===== src/cmm_map.svh =====
// register offsets, field positions, reset values and timing figures of the module management control
// Function
// - Double-density end finishes initialisation within 2000 ms
// - Reset pulses of 10 us or more reset (the code needs 1251 cycles at 125 MHz, one cycle over 10 us)
// - Flag set, pin low within 200 ms
// - Read clears flags; pin released within 500 us
// - Receive loss flag, pin low within 100 ms
// - Set mask stops pin pull within 100 ms
// - Cleared mask restores pin pull within 100 ms
// - Four-lane end fully functional within 2 s
// - Management bus answers within 2 s of power-on
// - Data-not-ready clears, pin low within 2 s
// - Fully functional within 2 s after reset release
// - Power-pin function switch completes within 100 ms
// - Low-power request reaches class 1 within 100 ms
// - Low-power release gives full function within 300 ms
// - Interrupt-pin function switch completes within 100 ms
// - Power bits: 100 ms down, 300 ms up
`ifndef CMM_MAP_SVH
`define CMM_MAP_SVH

// clock rate and times
`define CMM_CLK_MHZ 125
`define CMM_INIT_MAX_MS 2000
`define CMM_RESET_MIN_US 10
`define CMM_WAKE_MAX_MS 300
`define CMM_RESET_MIN_CYC (`CMM_RESET_MIN_US * `CMM_CLK_MHZ)

// register byte offsets
`define CMM_OFF_STATUS 8'h00
`define CMM_OFF_FLAGS 8'h04
`define CMM_OFF_FLAG_CLR 8'h08
`define CMM_OFF_MASK 8'h0c
`define CMM_OFF_IRQ_EN 8'h10
`define CMM_OFF_CTRL 8'h14

// status fields
`define CMM_ST_NOT_READY 0
`define CMM_ST_INIT 1
`define CMM_ST_FUNCTIONAL 2
`define CMM_ST_CLASS_ONE 3
`define CMM_ST_TX_DISABLE 4
`define CMM_ST_RX_LOSS 5
`define CMM_ST_RESET_PIN 6

// control fields
`define CMM_CTRL_OVERRIDE 0
`define CMM_CTRL_SOFT_LP 1
`define CMM_CTRL_PIN_IS_DISABLE 2
`define CMM_CTRL_INT_IS_LOSS 3
`define CMM_CTRL_W 4

// flag positions
`define CMM_FLAG_RX_LOSS 0
`define CMM_FLAG_TX_FAULT 1

// reset values
`define CMM_CTRL_RST 4'h0
`define CMM_MASK_RST 32'h0000_0000
`define CMM_IRQ_EN_RST 32'h0000_0000

`endif


===== src/cmm_pkg.sv =====
// types of the module management control
package cmm_pkg;

	typedef enum logic [1:0] {
		CMM_INIT,
		CMM_LOWPWR,
		CMM_WAKING,
		CMM_ACTIVE
	} cmm_state_type;

	typedef struct packed {
		logic cyc;
		logic stb;
		logic we;
		logic [7:0] adr;
		logic [31:0] dat;
		logic [3:0] sel;
	} cmm_wb_req_type;

	typedef struct packed {
		logic management_init_state;
		logic fullyFunctional;
		logic powerClassOne;
		logic transmit_disable;
		logic dataNotReady;
	} cmm_status_type;

endpackage


===== src/cmm_ctrl.sv =====
// management control and status of a pluggable module end
`include "cmm_map.svh"

module cmm_ctrl #(
	parameter int FLAG_W = 8,
	parameter int INIT_CYCLES = `CMM_INIT_MAX_MS * 1000 * `CMM_CLK_MHZ,
	parameter int WAKE_CYCLES = `CMM_WAKE_MAX_MS * 1000 * `CMM_CLK_MHZ
) (
	// clock and reset
	input wire logic clk_sys,
	input wire logic reset,
	// wishbone slave
	input cmm_pkg::cmm_wb_req_type wbReq,
	output logic wbAck,
	output logic [31:0] wbDatRd,
	// host pins
	input wire logic module_reset_n,
	input wire logic dual_power_or_disable_pin,
	input wire logic dual_interrupt_or_loss_pin_in,
	output logic dual_interrupt_or_loss_pin_out,
	output logic dual_interrupt_or_loss_pin_oe,
	// flag conditions, asynchronous
	input wire logic [FLAG_W-1:0] flagCondition,
	// status
	output cmm_pkg::cmm_status_type status,
	output logic irq
);

	localparam int FW = FLAG_W + 1;
	localparam int SW = FLAG_W + 2;
	localparam int TMAX = (INIT_CYCLES > WAKE_CYCLES) ? INIT_CYCLES : WAKE_CYCLES;
	localparam int TW = $clog2(TMAX + 1);
	localparam int RW = $clog2(`CMM_RESET_MIN_CYC + 1);
	localparam logic [TW-1:0] INIT_LAST = TW'(INIT_CYCLES - 1);
	localparam logic [TW-1:0] WAKE_LAST = TW'(WAKE_CYCLES - 1);
	localparam logic [RW-1:0] RESET_MIN = RW'(`CMM_RESET_MIN_CYC);

	generate
		if (FLAG_W < 2 || FLAG_W > 31)
		begin : gBadFlagW
			$error("FLAG_W must lie between 2 and 31");
		end
		if (INIT_CYCLES < 1 || WAKE_CYCLES < 1)
		begin : gBadTimes
			$error("INIT_CYCLES and WAKE_CYCLES must be at least one");
		end
	endgenerate

	function automatic logic [31:0] mergeBytes(input logic [31:0] old, input logic [31:0] wdat,
		input logic [3:0] sel);
		logic [31:0] r;
		r = old;
		for (int i = 0; i < 4; i++)
		begin
			if (sel[i])
			begin
				r[8*i +: 8] = wdat[8*i +: 8];
			end
		end
		return r;
	endfunction

	// pin synchronisers: {flags, power pin, reset pin}
	logic [SW-1:0] syncA_q, syncB_q, syncC_q, stable_q;
	logic [SW-1:0] stable_d;
	logic [SW-1:0] pinRaw;
	logic resetPin, powerPin, rxLossLive;
	logic [FLAG_W-1:0] condLive;

	assign pinRaw = {flagCondition, dual_power_or_disable_pin, module_reset_n};

	always_comb
	begin
		// a change counts once second and third stage agree
		stable_d = (syncB_q & syncC_q) | (stable_q & (syncB_q | syncC_q));
	end

	always_ff @(posedge clk_sys)
	begin
		if (reset)
		begin
			syncA_q <= {{FLAG_W{1'b0}}, 2'b11};
			syncB_q <= {{FLAG_W{1'b0}}, 2'b11};
			syncC_q <= {{FLAG_W{1'b0}}, 2'b11};
			stable_q <= {{FLAG_W{1'b0}}, 2'b11};
		end
		else
		begin
			syncA_q <= pinRaw;
			syncB_q <= syncA_q;
			syncC_q <= syncB_q;
			stable_q <= stable_d;
		end
	end

	assign resetPin = stable_q[0];
	assign powerPin = stable_q[1];
	assign condLive = stable_q[SW-1:2];
	assign rxLossLive = condLive[`CMM_FLAG_RX_LOSS];

	// host reset pulse qualification
	logic [RW-1:0] lowCnt_q, lowCnt_d;
	logic armed_q, armed_d, resetPinPrev_q;
	logic softReset;

	always_comb
	begin
		lowCnt_d = lowCnt_q;
		armed_d = armed_q;
		softReset = 1'b0;
		if (!resetPin)
		begin
			if (lowCnt_q != RESET_MIN)
			begin
				lowCnt_d = lowCnt_q + RW'(1);
			end
			else
			begin
				armed_d = 1'b1;
			end
		end
		else
		begin
			lowCnt_d = '0;
			if (!resetPinPrev_q && armed_q)
			begin
				softReset = 1'b1;
			end
			armed_d = 1'b0;
		end
	end

	always_ff @(posedge clk_sys)
	begin
		if (reset)
		begin
			lowCnt_q <= '0;
			armed_q <= 1'b0;
			resetPinPrev_q <= 1'b1;
		end
		else
		begin
			lowCnt_q <= lowCnt_d;
			armed_q <= armed_d;
			resetPinPrev_q <= resetPin;
		end
	end

	// power and initialisation sequence
	cmm_pkg::cmm_state_type state_q, state_d;
	logic [TW-1:0] timer_q, timer_d;
	logic notReady_q, notReady_d;
	logic initDoneEvent;
	logic [`CMM_CTRL_W-1:0] ctrl_q, ctrl_d;
	logic pinIsDisable, lowPowerWant;

	assign pinIsDisable = ctrl_q[`CMM_CTRL_PIN_IS_DISABLE];
	// pin released high requests low power, unless it serves as transmit disable
	assign lowPowerWant = (!pinIsDisable && powerPin) || ctrl_q[`CMM_CTRL_OVERRIDE]
		|| ctrl_q[`CMM_CTRL_SOFT_LP];

	always_comb
	begin
		state_d = state_q;
		timer_d = timer_q;
		notReady_d = notReady_q;
		initDoneEvent = 1'b0;
		unique case (state_q)
			cmm_pkg::CMM_INIT:
			begin
				if (timer_q == INIT_LAST)
				begin
					timer_d = '0;
					notReady_d = 1'b0;
					initDoneEvent = 1'b1;
					state_d = lowPowerWant ? cmm_pkg::CMM_LOWPWR : cmm_pkg::CMM_ACTIVE;
				end
				else
				begin
					timer_d = timer_q + TW'(1);
				end
			end
			cmm_pkg::CMM_LOWPWR:
			begin
				if (!lowPowerWant)
				begin
					timer_d = '0;
					state_d = cmm_pkg::CMM_WAKING;
				end
			end
			cmm_pkg::CMM_WAKING:
			begin
				if (lowPowerWant)
				begin
					state_d = cmm_pkg::CMM_LOWPWR;
				end
				else if (timer_q == WAKE_LAST)
				begin
					state_d = cmm_pkg::CMM_ACTIVE;
				end
				else
				begin
					timer_d = timer_q + TW'(1);
				end
			end
			cmm_pkg::CMM_ACTIVE:
			begin
				if (lowPowerWant)
				begin
					state_d = cmm_pkg::CMM_LOWPWR;
				end
			end
		endcase
		if (softReset)
		begin
			state_d = cmm_pkg::CMM_INIT;
			timer_d = '0;
			notReady_d = 1'b1;
		end
	end

	always_ff @(posedge clk_sys)
	begin
		if (reset)
		begin
			state_q <= cmm_pkg::CMM_INIT;
			timer_q <= '0;
			notReady_q <= 1'b1;
		end
		else
		begin
			state_q <= state_d;
			timer_q <= timer_d;
			notReady_q <= notReady_d;
		end
	end

	// register file and flags
	logic [FW-1:0] flags_q, flags_d, mask_q, mask_d, irqEn_q, irqEn_d;
	logic ack_q, ack_d;
	logic [31:0] rdData_q, rdData_d;
	logic [31:0] statusWord;
	logic busHit, busRd, busWr;
	logic [7:0] regAdr;
	logic [FW-1:0] flagSet;

	assign busHit = wbReq.cyc && wbReq.stb && !ack_q;
	assign busRd = busHit && !wbReq.we;
	assign busWr = busHit && wbReq.we;
	assign regAdr = {wbReq.adr[7:2], 2'b00};
	// bit FLAG_W flags the end of initialisation
	assign flagSet = {initDoneEvent, condLive};

	always_comb
	begin
		statusWord = '0;
		statusWord[`CMM_ST_NOT_READY] = notReady_q;
		statusWord[`CMM_ST_INIT] = (state_q == cmm_pkg::CMM_INIT);
		statusWord[`CMM_ST_FUNCTIONAL] = (state_q == cmm_pkg::CMM_ACTIVE);
		statusWord[`CMM_ST_CLASS_ONE] = (state_q != cmm_pkg::CMM_ACTIVE);
		statusWord[`CMM_ST_TX_DISABLE] = pinIsDisable && powerPin;
		statusWord[`CMM_ST_RX_LOSS] = rxLossLive;
		statusWord[`CMM_ST_RESET_PIN] = resetPin;
	end

	always_comb
	begin
		flags_d = flags_q;
		mask_d = mask_q;
		irqEn_d = irqEn_q;
		ctrl_d = ctrl_q;
		ack_d = busHit;
		rdData_d = rdData_q;
		if (busRd)
		begin
			unique case (regAdr)
				`CMM_OFF_STATUS: rdData_d = statusWord;
				`CMM_OFF_FLAGS:
				begin
					rdData_d = 32'(flags_q);
					flags_d = '0;
				end
				`CMM_OFF_MASK: rdData_d = 32'(mask_q);
				`CMM_OFF_IRQ_EN: rdData_d = 32'(irqEn_q);
				`CMM_OFF_CTRL: rdData_d = 32'(ctrl_q);
				default: rdData_d = 32'h0000_0000;
			endcase
		end
		if (busWr)
		begin
			unique case (regAdr)
				`CMM_OFF_FLAG_CLR: flags_d = flags_q & ~FW'(wbReq.dat & {{8{wbReq.sel[3]}},
					{8{wbReq.sel[2]}}, {8{wbReq.sel[1]}}, {8{wbReq.sel[0]}}});
				`CMM_OFF_MASK: mask_d = FW'(mergeBytes(32'(mask_q), wbReq.dat, wbReq.sel));
				`CMM_OFF_IRQ_EN: irqEn_d = FW'(mergeBytes(32'(irqEn_q), wbReq.dat, wbReq.sel));
				`CMM_OFF_CTRL: ctrl_d = `CMM_CTRL_W'(mergeBytes(32'(ctrl_q), wbReq.dat, wbReq.sel));
				default:
				begin
				end
			endcase
		end
		// a condition present in the clearing cycle still sets its flag
		flags_d = flags_d | flagSet;
		if (softReset)
		begin
			flags_d = '0;
			mask_d = FW'(`CMM_MASK_RST);
			irqEn_d = FW'(`CMM_IRQ_EN_RST);
			ctrl_d = `CMM_CTRL_RST;
		end
	end

	always_ff @(posedge clk_sys)
	begin
		if (reset)
		begin
			flags_q <= '0;
			mask_q <= FW'(`CMM_MASK_RST);
			irqEn_q <= FW'(`CMM_IRQ_EN_RST);
			ctrl_q <= `CMM_CTRL_RST;
			ack_q <= 1'b0;
			rdData_q <= 32'h0000_0000;
		end
		else
		begin
			flags_q <= flags_d;
			mask_q <= mask_d;
			irqEn_q <= irqEn_d;
			ctrl_q <= ctrl_d;
			ack_q <= ack_d;
			rdData_q <= rdData_d;
		end
	end

	// outputs
	logic pinLow_q, pinLow_d, irq_q, irq_d;
	cmm_pkg::cmm_status_type status_q, status_d;

	always_comb
	begin
		if (ctrl_q[`CMM_CTRL_INT_IS_LOSS])
		begin
			pinLow_d = rxLossLive;
		end
		else
		begin
			pinLow_d = |(flags_q & ~mask_q);
		end
		irq_d = |(flags_q & irqEn_q);
		status_d.management_init_state = statusWord[`CMM_ST_INIT];
		status_d.fullyFunctional = statusWord[`CMM_ST_FUNCTIONAL];
		status_d.powerClassOne = statusWord[`CMM_ST_CLASS_ONE];
		status_d.transmit_disable = statusWord[`CMM_ST_TX_DISABLE];
		status_d.dataNotReady = notReady_q;
	end

	always_ff @(posedge clk_sys)
	begin
		if (reset)
		begin
			pinLow_q <= 1'b0;
			irq_q <= 1'b0;
			status_q <= '{management_init_state: 1'b1, fullyFunctional: 1'b0, powerClassOne: 1'b1,
				transmit_disable: 1'b0, dataNotReady: 1'b1};
		end
		else
		begin
			pinLow_q <= pinLow_d;
			irq_q <= irq_d;
			status_q <= status_d;
		end
	end

	assign wbAck = ack_q;
	assign wbDatRd = rdData_q;
	assign dual_interrupt_or_loss_pin_out = 1'b0;
	assign dual_interrupt_or_loss_pin_oe = pinLow_q;
	assign status = status_q;
	assign irq = irq_q;

endmodule // cmm_ctrl


===== config.mk =====
export PLATFORM = sky130hd
export DESIGN_NAME = cmm_ctrl
export DESIGN_NICKNAME = d
export VERILOG_FILES = /design/src/cmm_pkg.sv /design/src/cmm_ctrl.sv
export VERILOG_INCLUDE_DIRS = /design/src /design/src/src
export SDC_FILE = /design/constraint.sdc
export NUM_CORES = 1
export LEC_CHECK = 0
export BUFFER_PORTS_ARGS = -buffer_cell sky130_fd_sc_hd__buf_2
export CORE_MARGIN = 2
export CORE_UTILIZATION = 25
export DETAILED_ROUTE_END_ITERATION = 6
export PLACE_DENSITY_LB_ADDON = 0.05
export SLEW_MARGIN = 20
export SYNTH_ARGS = -nofsm -noshare
export SYNTH_HDL_FRONTEND = slang
export SYNTH_SLANG_ARGS = --single-unit

===== constraint.sdc =====
create_clock -name clk_sys -period 7.4 [get_ports clk_sys]
set_input_delay 0 -clock clk_sys [delete_from_list [all_inputs] [get_ports clk_sys]]
set_output_delay 0 -clock clk_sys [all_outputs]
set_load 0.05 [all_outputs]

# --- Yosys cells after proc, flatten, opt, wreduce, memory -nomap -nowiden ---
# Index checks and enable logic that the tools add are counted.
op_classes:
  mux: 22
  n_eq_ne: 18
  addsub: 2
  n_reduce_logical: 28
  bitwise: 11
ops:
  columns: ["operator", "count"]
  rows:
  - ["$mux 28", 4]
  - ["$pmux 28 s3", 1]
  - ["$pmux 9 s5", 1]
  - ["$and 9x9->9", 4]
  - ["$mux 9", 4]
  - ["$add 28x1->28 const B", 1]
  - ["$eq 28x26->1 const B", 1]
  - ["$eq 28x28->1 const B", 1]
  - ["$and 10x10->10", 2]
  - ["$or 10x10->10", 2]
  - ["$not 9->9", 2]
  - ["$reduce_or 9->1", 2]
  - ["$reduce_and 3->1", 5]
  - ["$eq 6x2->1 const B", 2]
  - ["$eq 6x3->1 const B", 2]
  - ["$mux 2", 6]
  - ["$add 11x1->11 const B", 1]
  - ["$ne 11x11->1 const B", 1]
  - ["$ne 2x2->1 const B", 5]
  - ["$or 9x9->9", 1]
  - ["$logic_not 8->1", 1]
  - ["$pmux 2 s4", 1]
  - ["$reduce_and 4->1", 2]
  - ["$logic_and 1x1->1", 7]
  - ["12 further kinds", 22]
word_totals:
  reg_bits: 155
  word_cells: 106
  input_bits: 60
  out_inout_bits: 41

# --- Longest topological paths before layout ---
logic_depth:
  ltp_word: 7
  depth_mapped: 10
  depth_no_buf: 8

# --- Worst setup path before layout ---
# OpenSTA, ideal clock, no wires.
synth_path:
  kind: "register to register"
  from: "reg state_q[0]"
  to: "reg timer_q[16]"
  setup_ns: 0.070
  n_path_buf: 2
  path_stages_with_launch: 11
  arrival_ns: 2.589
  required_time_ns: 7.330
  period_less_slack_ns: 2.659
  setup_slack_ns: 4.741
  path_cell_list: "dfxtp_1 -> inv_1 -> ha_1 -> or3b_1 -> o41a_1 -> a41o_1 -> or3_1 -> buf_2 -> buf_6 -> or3_1 -> a21oi_1"
synth_between:
  elab_chain_cells: 3
  elab_cells_between_ends: 9
  classes_between: "5 x eq/ne; 1 x mux; 3 x reduce/logical"
synth_rtl:
  columns: ["element", "line", "source"]
  rows:
  - ["from (decl)", "cmm_ctrl.sv:150", "cmm_pkg::cmm_state_type state_q, state_d;"]
  - ["from (signal assigned)", "cmm_ctrl.sv:226", "state_q <= cmm_pkg::CMM_INIT;"]
  - ["from (signal assigned)", "cmm_ctrl.sv:232", "state_q <= state_d;"]
  - ["$eq 2x2->1, or another cell as far along", "cmm_ctrl.sv:168", "unique case (state_q)"]
  - ["$ne 2x2->1 (no source line) or $reduce_bool 3->1 (tied branches)", null, null]
  - ["$reduce_and 4->1 (no source line)", null, null]
  - ["to (signal assigned)", "cmm_ctrl.sv:233", "timer_q <= timer_d;"]
  - ["to (decl)", "cmm_ctrl.sv:151", "logic [TW-1:0] timer_q, timer_d;"]
# Several ways; a longest one is shown, not always the timed one.
# A chain may end at the register's enable or synchronous reset.

# --- Worst setup path after layout ---
layout_path:
  from: "reg state_q[0]"
  to: "reg timer_q[7]"
# Same word-level chain as after synthesis.

==> impl_results.md <==
- CP max stage delay: 0.75 ns
- GRT Total Usage: 0.135
- Top cells by area, synth: dfxtp_1 (44%), nand2_1 (4.8%), nor2_1 (4.8%)
- Clock H-tree levels: 4
- Commonest cells post-synth: dfxtp_1 (132), nand2_1 (76), nor2_1 (76)
- Die ar.: 25000 um^2
- Fin crit share: 0.470
- Max clock buf depth: 2
- Multi-input logic area: 3010 um^2
- CTS Root Cell: clkbuf_16
- Remaining DRCs: 0
- Worst slew margin: 0.289
- Post-Synth Adder-Cell Area: 0.0169
- Number of global-route vias before repair: 4677
- Final setup violation count: 0
- Reg clk slew, reported paths: 0.07 ns
- Post-route minimum period: 3.48 ns
- Die width: 158 um
- Die height: 158 um
- RSZ-0062 raised after global routing: false
- Hold-fix buffers, CTS: 24
- Grt met2 use: 0.203
- Crit Path Category: flip-flop to flip-flop
- Wirelength, routed: 16400 um
- Crit path DAT: 3.83 ns
- Area Overhead vs Synth: 21.9%
- Post-synth top flop: dfxtp_1
- Setup Fix Bufs, Post-CTS: 0
- Worst slew pin tran: 1.06 ns
- Ant diodes: 0
- CP required: 7.75 ns
- Post-route setup TNS: 0 ns
- Yosys warns: 0
- RePlAce Congestion: 0.788
- Port bufs: 48
- CP Max Fanout: 21
- Fmax: 287 MHz
- Critical path launch point type: flip-flop
- Final hold vios: 0
- Compound-cell area share of the yosys netlist: 0.153
- Setup ws final: 3.92 ns
- GR Overflow Total: 0
- Async set-reset flop share out of synthesis: 0
- Share of layout cells above drive strength 1: 0.136
- P per Cell Area: 255 nW/um^2
- Mux cell area share after synthesis: 0.0430
- Number of vias per cell: 4.69
- Final ANT Viol Nets: 0
- Avg Cell Area, Syn: 8.52 um^2
- Net count, final: 825
- Clk_skew: 0.0120 ns
- Initial Util: 0.254
- # rows: 56
- Post-CTS resize count: 0
- Core Box Area: 23400 um^2
- Met3 usage: 0.0298
- # fillers: 2532
- Sequential fraction of the synthesis area: 0.445
- Post-DP HPWL: 11300 um
- Gr busiest metal: met2
- Cells after Synth: 697
- Met1 Use GR: 0.191
- First-pass GRT wire length: 25900 um
- Post-synthesis simple-gate area fraction: 0.262
- Top cell type by total area after synthesis: dfxtp_1
- Cell area after synthesis: 5940 um^2
- Main combinational cell family by area after synthesis: simple AND/OR/NAND/NOR gates
- Lkg Pwr: 2.55 nW
- Crit path cell chain: inv_1 -> ha_1 -> or3b_1 -> o41a_1 -> a41o_1 -> or3_1 -> or4_1 -> o21ai_0
- Initial antenna violation count: 0
- Number of I/O pins: 101
- Yosys top cell area share: 0.445
- Worst VDD drop: 0.000149 V
- CTS sink count: 132
- Status: finished, final reports clean
- Routed via count: 5106
- Library cells used by synthesis: 63
- DR WL/cell: 15.1 um
- Number of flops mapped to enable cells by yosys: 0
- CTS tree: yes
- Worst-Skew Late Latency: 0.42 ns
- Final slew viol count: 0
- Slowest CP cell: or3_1
- HP Class: primary input to flip-flop
- Crit path capture type: flip-flop
- Largest net degree at the start of global routing: 60
- Num CTS Buffers: 17
- Most common cell in the netlist: dfxtp_1
- Sequential cell area: 2640 um^2
- FF+latch count, synth: 132
- Initial drt markers: 304
- XOR/XNOR Fraction of Synth Area: 0.0147
- MaxCap Viol Count: 0
- Post-place setup slack: 3.93 ns
- DR pass1 iterations: 5
## worst max-delay path: cells and delay by family (launching register included)
kind	cells	cell delay (ns)
buffers and inverters	1	0.11
AND/OR/NAND/NOR	3	1.73
AO/OA/AOI/OAI	3	0.83
adder cells (fa/ha/maj)	1	0.30
flip-flops	1	0.44
## per-layer routing
layer,vias to the layer above,wire length (um)
met5,-,0
met4,0,181
met3,12,560
met2,99,7250
met1,2415,8430
li1,2580,-
## area by class of cell
cell class,count,share of cell area
clock inverter,15,0.0245
clock buffer,17,0.0588
multi-input combinational,511,0.416
inverter,19,0.00985
timing repair buffer,76,0.0705
sequential,132,0.365
tap,319,0.0551
## state kept, by name (all words and copies together) (netlist names), 9 cells and up
register  cells
flags_q       9
irqEn_q       9
lowCnt_q     11
mask_q        9
stable_q     10
syncA_q      10
syncB_q      10
syncC_q      10
timer_q      28
wbDatRd       9
## metrics by stage
stage | power, mW | utilization | cells | area (um^2) | hold slack [ns]
finish | 1.84 | 0.309 | 1089 | 7240 | 0.0608
global route | 1.93 | 0.309 | 1089 | 7240 | 0.0677
CTS | 1.88 | 0.309 | 1089 | 7230 | 0.0391
detailed placement | 1.00 | 0.273 | 1033 | 6380 | 0.188
global placement | 0.996 | 0.273 | 1033 | 6380 | 0.188
floorplan | 0.948 | - | 720 | 6030 | 0.104
## power by group
part | switching [mW] | leakage (nW) | internal (mW) | total, mW
Combinational | 0.184 | 1.19 | 0.0687 | 0.252
Sequential | 0.0123 | 1.07 | 0.727 | 0.740
Clock | 0.392 | 0.293 | 0.459 | 0.851
Total | 0.589 | 2.55 | 1.25 | 1.84
## cell families after synthesis
group                      after synthesis
buffers and inverters                   77
adders and majority gates                8
muxes                                   24
other                                    1
and+or+nand+nor                        306
DFF                                    132
xor gates and xnor gates                10
AOI/OAI and AO/OA                      139
## path summary, 6_finish.rpt
| check | from | end | slack (ns) | cells after the start |
|---|---|---|---|---|
| hold reg to reg | syncA_q[1] | syncB_q[1] | 0.41 | 1 |
| setup / recovery | state_q[0] | timer_q[7] | 3.92 | 8 |
| hold / removal | wbReq[41] | wbDatRd[1] | 0.06 | 5 |
| setup reg to reg | state_q[0] | timer_q[7] | 3.92 | 8 |
## cells in the final DEF, fill, tap and decap left out, types with 8 or more instances in the layout
cell           count
nand4_1           14
ha_1               8
dlygate4sd3_1     24
nor4_1            10
o21ai_0           25
nor3_1             9
nand2_1           76
a31oi_1           18
dfxtp_1          132
clkbuf_16         17
a22oi_1           11
buf_2             48
nor2b_1           27
conb_1            24
a21oi_1           34
or4_1             11
nand3_1           30
nor2_1            75
inv_1             19
mux2i_1           21
or2_2             11
Note: power is estimated with default switching activity, not from simulation.
